**src/hw/gpcg_defs.vh**
```
// constants for the gpio pin configuration group
`ifndef GPCG_DEFS_VH
`define GPCG_DEFS_VH
// printed register indices (not all multiples of four: byte address = 4 * index)
`define GPCG_IDX_P37 8'h3a
`define GPCG_IDX_P40 8'h3b
`define GPCG_IDX_P41 8'h3c
`define GPCG_IDX_P42 8'h3d
`define GPCG_IDX_P43 8'h3e
`define GPCG_IDX_P50 8'h3f
`define GPCG_IDX_P51 8'h40
`define GPCG_IDX_P52 8'h41
// extra registers: pin data, event status, event mask, device-disable
`define GPCG_IDX_DATA 8'h50
`define GPCG_IDX_STAT 8'h51
`define GPCG_IDX_MASK 8'h52
`define GPCG_IDX_DDIS 8'h53
// field positions
`define GPCG_BIT_DIR 0
`define GPCG_BIT_POL 1
`define GPCG_BIT_ALT 2
`define GPCG_BIT_OD 7
// reset values
`define GPCG_CFG_RST 8'h01
`define GPCG_DDIS_RST 8'h00
// function codes
`define GPCG_FN_GPIO 2'b00
`define GPCG_FN_01 2'b01
`define GPCG_FN_10 2'b10
`define GPCG_FN_11 2'b11
// axi responses
`define GPCG_RESP_OKAY 2'b00
`define GPCG_RESP_SLVERR 2'b10
`endif

```
**src/hw/gpcg_sync.v**
```verilog
// two-flop synchroniser for a pin input
`timescale 1ns/1ps
module gpcg_sync
(
  // clock and reset
  input wire core_clk_in,
  input wire reset_in,
  // async level in, synchronised level out
  input wire pin_in,
  output reg sync_out
);
  reg meta_q;

  // only the second flop reads meta_q
  always @(posedge core_clk_in)
  begin
    if (reset_in)
    begin
      meta_q <= 1'b0;
      sync_out <= 1'b0;
    end
    else
    begin
      meta_q <= pin_in;
      sync_out <= meta_q;
    end
  end
endmodule

```
**src/hw/gpcg_pin.v**
```verilog
// one pin's pad logic: direction, polarity, driver type
`timescale 1ns/1ps
module gpcg_pin
(
  // clock and reset
  input wire core_clk_in,
  input wire reset_in,
  // configuration
  input wire is_input_in,
  input wire invert_in,
  input wire open_drain_in,
  // value from the core, to be driven
  input wire core_val_in,
  // pad side
  input wire pad_in,
  output reg pad_out,
  output reg pad_oe_out,
  // value seen by the core, after polarity
  output wire core_val_out
);
  wire pad_sync;
  wire drv_val;

  gpcg_sync u_sync
  (
    .core_clk_in(core_clk_in),
    .reset_in(reset_in),
    .pin_in(pad_in),
    .sync_out(pad_sync)
  );

  // polarity sits between pin and core in both directions
  assign core_val_out = pad_sync ^ invert_in;
  assign drv_val = core_val_in ^ invert_in;

  // open drain only pulls low; the oe releases for a one
  always @(posedge core_clk_in)
  begin
    if (reset_in)
    begin
      pad_out <= 1'b0;
      pad_oe_out <= 1'b0;
    end
    else
    begin
      pad_out <= drv_val;
      pad_oe_out <= ~is_input_in & (~open_drain_in | ~drv_val);
    end
  end
endmodule

```
**src/hw/gpcg_top.v**
```verilog
// gpio pin configuration group: registers, function muxing, axi4-lite slave
`timescale 1ns/1ps
`include "gpcg_defs.vh"
module gpcg_top
#(
  parameter NPIN = 8
)
(
  // clock and reset
  input wire core_clk_in,
  input wire reset_in,
  // axi4-lite write address and data
  input wire [31:0] s_axi_awaddr_in,
  input wire s_axi_awvalid_in,
  output reg s_axi_awready_out,
  input wire [31:0] s_axi_wdata_in,
  input wire [3:0] s_axi_wstrb_in,
  input wire s_axi_wvalid_in,
  output reg s_axi_wready_out,
  // axi4-lite write response
  output reg [1:0] s_axi_bresp_out,
  output reg s_axi_bvalid_out,
  input wire s_axi_bready_in,
  // axi4-lite read
  input wire [31:0] s_axi_araddr_in,
  input wire s_axi_arvalid_in,
  output reg s_axi_arready_out,
  output reg [31:0] s_axi_rdata_out,
  output reg [1:0] s_axi_rresp_out,
  output reg s_axi_rvalid_out,
  input wire s_axi_rready_in,
  // pads, index 0..7 = 3.7,4.0,4.1,4.2,4.3,5.0,5.1,5.2
  input wire [7:0] pad_in,
  output wire [7:0] pad_out,
  output wire [7:0] pad_oe_out,
  // alternate function sources driven by the core
  input wire gate_a20_mask_in,
  input wire drive_density_sel0_in,
  input wire drive_density_sel1_in,
  input wire power_event_in,
  // alternate function results
  output reg serial2_ring_indicate_n_out,
  output reg serial2_carrier_detect_n_out,
  output reg serial2_receive_in_out,
  output reg disable_reg_write_protect_out,
  output reg [7:0] device_disable_out,
  output reg irq_out
);
  // configuration registers, one per pin
  reg [7:0] cfg_q [0:7];
  reg [7:0] ddis_q;
  reg [7:0] dout_q;
  reg [1:0] stat_q;
  reg [1:0] mask_q;
  reg [1:0] edge_prev_q;
  // axi holding state
  reg aw_hold_q;
  reg w_hold_q;
  reg [31:0] awaddr_q;
  reg [31:0] wdata_q;
  reg [3:0] wstrb_q;

  wire [7:0] core_in;
  wire [7:0] is_input;
  wire [7:0] invert;
  wire [7:0] drive_val;
  wire protect_on;
  wire [1:0] fn41;
  wire [1:0] fn43;
  wire [1:0] fn50;
  wire [1:0] fn51;
  wire [1:0] fn52;
  wire [1:0] edge_lvl;
  wire [1:0] edge_hit;

  assign fn41 = cfg_q[2][3:2];
  assign fn43 = cfg_q[4][3:2];
  assign fn50 = cfg_q[5][3:2];
  assign fn51 = cfg_q[6][3:2];
  assign fn52 = cfg_q[7][3:2];
  // protect is code 01 on pin 4.3; the write lock below keeps it until reset
  assign protect_on = (fn43 == `GPCG_FN_01);

  // direction and polarity per pin; pin 4.3 forced under protect
  genvar gi;
  generate
    for (gi = 0; gi < NPIN; gi = gi + 1)
    begin : g_pin
      if (gi == 4)
      begin : g_p43
        assign is_input[gi] = cfg_q[gi][`GPCG_BIT_DIR] | protect_on;
        assign invert[gi] = cfg_q[gi][`GPCG_BIT_POL] & ~protect_on;
      end
      else
      begin : g_pn
        assign is_input[gi] = cfg_q[gi][`GPCG_BIT_DIR];
        assign invert[gi] = cfg_q[gi][`GPCG_BIT_POL];
      end
      gpcg_pin u_pin
      (
        .core_clk_in(core_clk_in),
        .reset_in(reset_in),
        .is_input_in(is_input[gi]),
        .invert_in(invert[gi]),
        .open_drain_in(cfg_q[gi][`GPCG_BIT_OD]),
        .core_val_in(drive_val[gi]),
        .pad_in(pad_in[gi]),
        .pad_out(pad_out[gi]),
        .pad_oe_out(pad_oe_out[gi]),
        .core_val_out(core_in[gi])
      );
    end
  endgenerate

  // output value mux: alternate sources replace the data register bit
  // the pin module applies the polarity bit after this mux
  assign drive_val[0] = cfg_q[0][`GPCG_BIT_ALT] ? gate_a20_mask_in : dout_q[0];
  assign drive_val[1] = cfg_q[1][`GPCG_BIT_ALT] ? drive_density_sel0_in : dout_q[1];
  // reserved code 11 falls back to the data bit
  assign drive_val[2] = (fn41 == `GPCG_FN_01) ? drive_density_sel1_in : dout_q[2];
  // power event is low when active; polarity bit zero leaves it active low
  assign drive_val[3] = cfg_q[3][`GPCG_BIT_ALT] ? ~power_event_in : dout_q[3];
  assign drive_val[7:4] = dout_q[7:4];

  // either-edge inputs 2 and 4 watch the pin level after polarity
  assign edge_lvl[0] = core_in[2];
  assign edge_lvl[1] = core_in[4];
  // history runs even while the function is off, so selecting the function
  // on a pin that sits high is not taken for an edge; it resets to zero
  // like the synchroniser, so reset gives no edge either
  assign edge_hit = {(fn43 == `GPCG_FN_11), (fn41 == `GPCG_FN_10)} & (edge_lvl ^ edge_prev_q);

  // axi decode helpers: a channel counts as present while held or while live,
  // so address and data may arrive in either order; no write fires while a
  // response still waits for bready, which keeps one write in flight
  wire aw_ok;
  wire w_ok;
  wire do_write;
  wire [29:0] wr_idx;
  wire [7:0] wb;
  assign aw_ok = aw_hold_q | s_axi_awvalid_in;
  assign w_ok = w_hold_q | s_axi_wvalid_in;
  assign do_write = aw_ok & w_ok & ~s_axi_bvalid_out;
  assign wr_idx = aw_hold_q ? awaddr_q[31:2] : s_axi_awaddr_in[31:2];
  assign wb = w_hold_q ? wdata_q[7:0] : s_axi_wdata_in[7:0];
  // only byte lane 0 carries data; a cleared strobe gets OKAY on a mapped index and changes nothing
  wire strb0;
  assign strb0 = w_hold_q ? wstrb_q[0] : s_axi_wstrb_in[0];
  wire wr_en;
  assign wr_en = do_write & strb0;

  // mapped index test
  // unmapped addresses answer SLVERR and have no effect
  function is_mapped;
    input [29:0] idx;
    begin
      is_mapped = ((idx >= {22'h0, `GPCG_IDX_P37}) && (idx <= {22'h0, `GPCG_IDX_P52})) ||
                  ((idx >= {22'h0, `GPCG_IDX_DATA}) && (idx <= {22'h0, `GPCG_IDX_DDIS}));
    end
  endfunction

  // masked write value: reserved bits kept at zero
  // pins 3.7, 4.0 and 4.2 (slots 0, 1, 3) have a single select bit
  function [7:0] cfg_mask;
    input [2:0] pin;
    begin
      if (pin <= 3'd1 || pin == 3'd3)
        cfg_mask = 8'h87;
      else
        cfg_mask = 8'h8f;
    end
  endfunction

  // write channel and register update
  integer i;
  always @(posedge core_clk_in)
  begin
    if (reset_in)
    begin
      for (i = 0; i < 8; i = i + 1)
        cfg_q[i] <= `GPCG_CFG_RST;
      ddis_q <= `GPCG_DDIS_RST;
      dout_q <= 8'h00;
      stat_q <= 2'h0;
      mask_q <= 2'h0;
      edge_prev_q <= 2'h0;
      aw_hold_q <= 1'b0;
      w_hold_q <= 1'b0;
      awaddr_q <= 32'h0;
      wdata_q <= 32'h0;
      wstrb_q <= 4'h0;
      s_axi_awready_out <= 1'b1;
      s_axi_wready_out <= 1'b1;
      s_axi_bvalid_out <= 1'b0;
      s_axi_bresp_out <= `GPCG_RESP_OKAY;
    end
    else
    begin
      edge_prev_q <= edge_lvl;
      // hold each channel once taken; ready drops until the response
      if (s_axi_awvalid_in && s_axi_awready_out && !do_write)
      begin
        aw_hold_q <= 1'b1;
        awaddr_q <= s_axi_awaddr_in;
        s_axi_awready_out <= 1'b0;
      end
      if (s_axi_wvalid_in && s_axi_wready_out && !do_write)
      begin
        w_hold_q <= 1'b1;
        wdata_q <= s_axi_wdata_in;
        wstrb_q <= s_axi_wstrb_in;
        s_axi_wready_out <= 1'b0;
      end
      if (do_write)
      begin
        aw_hold_q <= 1'b0;
        w_hold_q <= 1'b0;
        s_axi_awready_out <= 1'b0;
        s_axi_wready_out <= 1'b0;
        s_axi_bvalid_out <= 1'b1;
        s_axi_bresp_out <= is_mapped(wr_idx) ? `GPCG_RESP_OKAY : `GPCG_RESP_SLVERR;
      end
      if (s_axi_bvalid_out && s_axi_bready_in)
      begin
        s_axi_bvalid_out <= 1'b0;
        s_axi_awready_out <= 1'b1;
        s_axi_wready_out <= 1'b1;
      end
      // register writes through byte lane 0
      // index 0x3a maps to slot 0: the low three index bits minus two give the slot
      if (wr_en && wr_idx >= {22'h0, `GPCG_IDX_P37} && wr_idx <= {22'h0, `GPCG_IDX_P52})
      begin
        // under protect only the direction, polarity and driver bits of 4.3 change
        if (wr_idx[2:0] == 3'd6 && protect_on)
          cfg_q[4] <= {wb[7:4] & 4'h8, `GPCG_FN_01, wb[1:0]};
        else
          cfg_q[wr_idx[2:0] - 3'd2] <= wb & cfg_mask(wr_idx[2:0] - 3'd2);
      end
      if (wr_en && wr_idx == {22'h0, `GPCG_IDX_DATA})
        dout_q <= wb;
      if (wr_en && wr_idx == {22'h0, `GPCG_IDX_MASK})
        mask_q <= wb[1:0];
      // pin high under protect locks the register; low lets writes through
      if (wr_en && wr_idx == {22'h0, `GPCG_IDX_DDIS} && !(protect_on && core_in[4]))
        ddis_q <= wb;
      // set beats a same-cycle write-one-to-clear
      if (wr_en && wr_idx == {22'h0, `GPCG_IDX_STAT})
        stat_q <= (stat_q & ~wb[1:0]) | edge_hit;
      else
        stat_q <= stat_q | edge_hit;
    end
  end

  // read data mux
  reg [7:0] rd_val;
  always @*
  begin
    rd_val = 8'h00;
    case (s_axi_araddr_in[9:2])
      `GPCG_IDX_P37: rd_val = cfg_q[0];
      `GPCG_IDX_P40: rd_val = cfg_q[1];
      `GPCG_IDX_P41: rd_val = cfg_q[2];
      `GPCG_IDX_P42: rd_val = cfg_q[3];
      `GPCG_IDX_P43: rd_val = cfg_q[4];
      `GPCG_IDX_P50: rd_val = cfg_q[5];
      `GPCG_IDX_P51: rd_val = cfg_q[6];
      `GPCG_IDX_P52: rd_val = cfg_q[7];
      `GPCG_IDX_DATA: rd_val = core_in;
      `GPCG_IDX_STAT: rd_val = {6'h0, stat_q};
      `GPCG_IDX_MASK: rd_val = {6'h0, mask_q};
      `GPCG_IDX_DDIS: rd_val = ddis_q;
      default: rd_val = 8'h00;
    endcase
  end

  // read channel: one-cycle answer, held until rready
  // data comes from the live address in the cycle of the address handshake;
  // the mux decodes address bits 9:2, so anything above bit 9 gets SLVERR
  always @(posedge core_clk_in)
  begin
    if (reset_in)
    begin
      s_axi_arready_out <= 1'b1;
      s_axi_rvalid_out <= 1'b0;
      s_axi_rdata_out <= 32'h0;
      s_axi_rresp_out <= `GPCG_RESP_OKAY;
    end
    else if (s_axi_arvalid_in && s_axi_arready_out)
    begin
      s_axi_arready_out <= 1'b0;
      s_axi_rvalid_out <= 1'b1;
      s_axi_rdata_out <= {24'h0, rd_val};
      s_axi_rresp_out <= (is_mapped(s_axi_araddr_in[31:2]) && s_axi_araddr_in[31:10] == 22'h0) ?
                         `GPCG_RESP_OKAY : `GPCG_RESP_SLVERR;
    end
    else if (s_axi_rvalid_out && s_axi_rready_in)
    begin
      s_axi_rvalid_out <= 1'b0;
      s_axi_arready_out <= 1'b1;
    end
  end

  // serial port 2 routing; reserved codes give idle levels
  always @(posedge core_clk_in)
  begin
    if (reset_in)
    begin
      serial2_ring_indicate_n_out <= 1'b1;
      serial2_carrier_detect_n_out <= 1'b1;
      serial2_receive_in_out <= 1'b1;
      disable_reg_write_protect_out <= 1'b0;
      device_disable_out <= `GPCG_DDIS_RST;
      irq_out <= 1'b0;
    end
    else
    begin
      serial2_ring_indicate_n_out <= (fn50 == `GPCG_FN_01) ? core_in[5] : 1'b1;
      serial2_carrier_detect_n_out <= (fn51 == `GPCG_FN_01) ? core_in[6] : 1'b1;
      serial2_receive_in_out <= (fn52 == `GPCG_FN_01) ? core_in[7] : 1'b1;
      // lock mirrors the write gate: protect selected and pin 4.3 high
      disable_reg_write_protect_out <= protect_on & core_in[4];
      device_disable_out <= ddis_q;
      // level interrupt: stays up until software clears the status or the mask
      irq_out <= |(stat_q & mask_q);
    end
  end
endmodule

```
**config.mk**
```make
export PLATFORM = sky130hd
export DESIGN_NAME = gpcg_top
export DESIGN_NICKNAME = d
export VERILOG_FILES = /design/src/hw/gpcg_sync.v /design/src/hw/gpcg_pin.v /design/src/hw/gpcg_top.v
export VERILOG_INCLUDE_DIRS = /design/src /design/src/hw
export SDC_FILE = /design/constraint.sdc
export NUM_CORES = 1
export LEC_CHECK = 0
export BUFFER_PORTS_ARGS = -buffer_cell sky130_fd_sc_hd__buf_4
export CAP_MARGIN = 25
export CORE_UTILIZATION = 38
export DETAILED_ROUTE_END_ITERATION = 8
export SLEW_MARGIN = 20
export SYNTH_ARGS = -nofsm -noshare
export SYNTH_HDL_FRONTEND = slang
export SYNTH_SLANG_ARGS = --single-unit
```
**constraint.sdc**
```tcl
create_clock -name core_clk_in -period 7.9 [get_ports core_clk_in]
set_input_delay 0 -clock core_clk_in [delete_from_list [all_inputs] [get_ports core_clk_in]]
set_output_delay 0 -clock core_clk_in [all_outputs]
set_load 0.02 [all_outputs]
```
## Yosys cells after proc, flatten, opt, wreduce, memory -nomap -nowiden

Memories as Yosys holds them, arrays and structs flattened.
Cells that the tools add are included.

- Bits in read-only memories: 0
- Memories: 1
- Latch bits: 0
- Memory bits (writable): 64
- Bits of input ports: 119
- Register bits: 127
- Word-level logic and storage cells: 245

- Multiplexer cells: 37
- Equality and inequality tests: 25
- Shifts and indexed selects: 0
- Reduce and logical (&&, ||, !) cells: 37
- Divide/modulo/power cells: 0
- Add/sub/neg operators: 1
- Bitwise operators: 79
- Multiply operators: 0
- $lt $le $gt $ge: 9

Memory list:

| name | words | width | rd ports | clocked after Yosys merged registers in | wr ports | RTL line | text |
|---|---|---|---|---|---|---|---|
| cfg_q | 8 | 8 | 8 | 0 | 8 | gpcg_top.v:50 | `reg [7:0] cfg_q [0:7];` |

Operator list:

| kind | count |
|---|---|
| 30-bit by 7-bit == test with 1-bit output, second input constant | 4 |
| 30-bit by 7-bit <= comparator with 1-bit output, second input constant | 4 |
| 8-bit one-hot mux with 12 select lines | 1 |
| 30-bit by 6-bit >= comparator with 1-bit output, second input constant | 2 |
| 30-bit by 7-bit >= comparator with 1-bit output, second input constant | 2 |
| 8-bit by 6-bit == test with 1-bit output, second input constant | 6 |
| 8-bit by 7-bit == test with 1-bit output, second input constant | 6 |
| 8-bit two-way mux | 6 |
| 30-bit two-way mux | 1 |
| 1-bit inverter | 30 |
| 1-bit two-way mux | 24 |
| 22-bit logical NOT | 1 |
| 1-bit logical AND | 21 |
| 1-bit XOR | 16 |
| 1-bit bitwise AND | 13 |
| 1-bit bitwise OR | 12 |
| 2-bit OR reduction | 6 |
| 2-bit by 1-bit == test with 1-bit output, second input constant | 5 |
| 8-bit bitwise AND | 1 |
| 8-bit OR reduction | 1 |
| 2-bit bitwise AND | 3 |
| 2-bit two-way mux | 3 |
| 2-bit nonzero test | 3 |
| 2-bit == test, second input constant | 2 |
| 11 further kinds | 15 |

## Longest topological paths before layout

- Depth after elaboration: 11
- Depth in mapped cells: 11
- Mapped depth without buffers: 7

## By module

From an unflattened synthesis, not the netlist that was laid out.

- Cell total of the unflattened synthesis: 780
- Area total of the unflattened synthesis: 7,785.0 um2

By module, submodules not included:

| module | instances | sequential area each (um2) | area an instance (um2) | cells each |
|---|---|---|---|---|
| gpcg_top | 1 | 3,022.9 | 6,754.0 | 684 |
| gpcg_pin | 8 | 40.0 | 76.3 | 8 |
| gpcg_sync | 8 | 40.0 | 52.6 | 4 |

## Worst setup path before layout

Ideal clock, no wire load.

- Path type: flip-flop to flip-flop
- Start: register aw_hold_q
- End: memory cfg_q[4][0] (enable)
- Library setup time: 0.349 ns
- Slack: 5.265 ns
- Cell stages (with the launch flop): 11
- Arrival: 2.287 ns
- Buffers on the path: 4
- Path through: dfxtp_1 > buf_6 > buf_4 > mux2i_1 > ha_1 > o211ai_1 > o211ai_1 > o2111ai_2 > buf_6 > buf_2 > o21bai_1

RTL lines:

| item | RTL line | text |
|---|---|---|
| from (decl) | gpcg_top.v:57 | `reg aw_hold_q;` |
| from (signal assigned) | gpcg_top.v:187 | `aw_hold_q <= 1'b0;` |
| from (signal assigned) | gpcg_top.v:203 | `aw_hold_q <= 1'b1;` |
| from (signal assigned) | gpcg_top.v:216 | `aw_hold_q <= 1'b0;` |
| to (decl) | gpcg_top.v:50 |  |

==> impl_results.md <==
* Synth cell types at 73
* Post-synth EDFFs at 40
* 1st-iter DRT viols at 482
* Biggest register: cfg_q
* Setup CP Type: flop to flop
* Worst-case reg-to-reg path depth at 7
* RSZ-0062 raised after global routing: false
* Least-Margin Pin Slew at 1036 ps
* Pre-antenna DRT Iters at 5
* P_leak at 3.926 nW
* Fin. max-slew vios at 0
* DRC violations left at 0
* H-Tree Depth at 4
* IR drop worst, VDD at 0.0001452 V
* Clock latency at the later pin of the worst-skew pair at 440 ps
* FF+latch count, synth at 163
* Antenna diodes at 0
* Die H at 145.5 um
* P per Cell Area at 198.4 nW/um2
* Yosys warns at 0
* Initial antenna violation count at 0
* DIE AREA at 21180 um2
* Post-Syn Area at 7830 um2
* Final setup violating endpoints at 0
* Final Skew at 9.844 ps
* Number of buffers created by CTS at 17
* CP Max Fanout at 40
* CP Data Arrival Time at 3330 ps
* Clock buffer depth at 2
* Share of layout cells above drive strength 1 at 21.22%
* Crit. End Element: flop
* Grt ovf at 0
* Hold WC Path Type: input pin to flop
* F_max at 316.0 MHz
* Final instance area at 9911 um2
* Vias at 6419
* HPWL after DPL at 14960 um
* Worst slew margin at 30.27%
* Post-synthesis sequential area ratio at 46.79%
* Regs by FF count: cfg_q (40), awaddr_q (30)
* Setup repair bufs after CTS at 0
* Area Overhead vs Synth at 26.57%
* RD Place Congestion at 0.9070
* CTS tree: done
* Die X at 145.5 um
* DRT Wirelength at 20990 um
* Fin. Hold Viols at 0
* Routed Antenna Nets at 0
* Initial core utilization at 38.70%
* Hold path cells at 5
* CP required at 8070 ps
* Status: complete, no violations
* Clock root buffer: clkbuf_16
* Synth Flop Type: dfxtp_1
* Largest net degree at the start of global routing at 78
* # nets final at 1062
* Core area at 20230 um2
* CP Launch Type: flop
* GRT Util Overall at 20.10%
* Reg clk slew, reported paths at 60 ps
* Post-Syn Area per Cell at 9.987 um2
* Fin crit share at 40.06%
* Avg WL per Cell at 17.17 um
* Port Buf Inserts at 131
* Fillcell total at 1874
* Max-cap violation count at 0
* Vias/cell at 5.253
* I/O pins at 189
* # hold bufs at CTS at 55
* Tmin final at 3165 ps
* Area post-placement at 8805 um2
* # rows at 52
* First-pass GRT wire length at 32980 um
* Setup_tns at 0 ps
* Post-synth ARST share at 0%
* Largest register FFs at 40
* Cts repair resizes at 0
* Vias in the first global route at 6186
* Sink Count at 163
* Post-Syn Instances at 784
==> final timing paths <==
path                                startpoint                             end  slack, ps
hold / removal                  power_event_in          g_pin[3].u_pin.pad_out         70
setup reg to reg                     aw_hold_q                     cfg_q[6][0]       4730
setup / recovery                     aw_hold_q                     cfg_q[6][0]       4730
hold reg to reg   g_pin[0].u_pin.u_sync.meta_q  g_pin[0].u_pin.u_sync.sync_out        430
==> kinds of logic (layout without fill, tap and decap cells) <==
logic type | count (synthesis) | after routing | share of synthesized area, %
AOI/OAI and AO/OA | 137 | 137 | 12.80
xor gates and xnor gates | 18 | 18 | 2.013
adders and majority gates | 4 | 4 | 0.6392
buffers and inverters | 97 | 239 | 7.287
DFF | 163 | 163 | 46.79
muxes | 71 | 71 | 9.588
other | 1 | 27 | 0.04789
and+or+nand+nor | 293 | 293 | 20.84
==> critical path, stage by stage (launching register included) <==
cell	delay, ps
dfxtp_1	310
buf_4	320
mux2i_1	770
o211ai_1	190
o211ai_1	280
o2111ai_2	160
buf_4	300
or4_1	560
==> placed cells by master (no fill, tap or decap), types with 27 or more instances in the layout <==
| master | synthesis | layout |
|---|---|---|
| conb_1 | 1 | 27 |
| mux2i_1 | 57 | 57 |
| nand2_1 | 27 | 27 |
| nor3_1 | 38 | 38 |
| dlygate4sd3_1 | 0 | 55 |
| buf_4 | 43 | 138 |
| nor2b_1 | 37 | 37 |
| nor2_1 | 66 | 66 |
| o21ai_0 | 28 | 28 |
| edfxtp_1 | 40 | 40 |
| dfxtp_1 | 123 | 123 |
==> per-stage QoR <==
step | util (%) | total power [mW] | hold WS, ps | std cells | setup slack (ps)
2_1_floorplan | - | 1.080 | 111.0 | 810 | 5265
3_3_place_gp | 43.41 | 1.157 | 211.8 | 1134 | 4793
3_5_place_dp | 43.51 | 1.159 | 217.8 | 1135 | 4792
4_1_cts | 48.98 | 1.981 | 46.03 | 1222 | 4761
5_1_grt | 48.98 | 2.038 | 90.90 | 1222 | 4618
6_report | 48.98 | 1.966 | 67.87 | 1222 | 4735
==> synthesized netlist by cell type (all sizes together) (4+ instances only) <==
cell type  instances  area [um2]
a211o              4       35.03
o31ai              5       37.54
xnor2             11       96.34
a211oi            13       97.59
nand4              8       50.05
o21ai             28       140.1
o211ai             5       37.54
a31o               5       43.79
or3               13       81.33
nor2b             37       231.5
nand3             11       55.05
nand3b            12       90.09
nand2b            24       150.1
clkbuf            27       101.4
buf               57       420.4
nor2              66       247.7
a22oi              8       60.06
o22ai              4       25.02
dfxtp            123        2462
nor4b              4       47.55
mux2i             57       570.6
or4                4       30.03
mux2              12       135.1
nand2             27       101.4
nor4              25       162.6
xor2               7       61.31
nor3              38       190.2
or3b               4       35.04
a21oi             23       115.1
edfxtp            40        1201
inv               13       48.80
ha                 4       50.05
and2               5       31.28
==> layout make-up <==
cell class / instances / area (um2) / area share [%]
clock buffers: 19 / 432.9 / 4.368
clock inverters: 13 / 122.6 / 1.237
inverters: 13 / 48.80 / 0.4924
multi-input cells: 550 / 3699 / 37.32
flip-flops and latches: 163 / 3664 / 36.96
well taps: 270 / 337.8 / 3.409
repair buffers: 194 / 1607 / 16.21
==> layer usage <==
metal	vias to the layer above	GRT usage, %	share of wire (%)
li1	3121	-	-
met1	3008	25.64	44
met2	245	32.64	47
met3	45	4.075	5.4
met4	0	9.526	3.3
met5	-	0	0
==> report_power, final <==
group          internal [mW]  switching [mW]  total (mW)  leakage (nW)
Combinational          0.118           0.141       0.259          2.26
Sequential             0.883          0.0226       0.906          1.39
Clock                  0.440           0.362       0.802         0.276
Total                   1.44           0.525        1.97          3.93
Power figures use the tool's default switching activity.
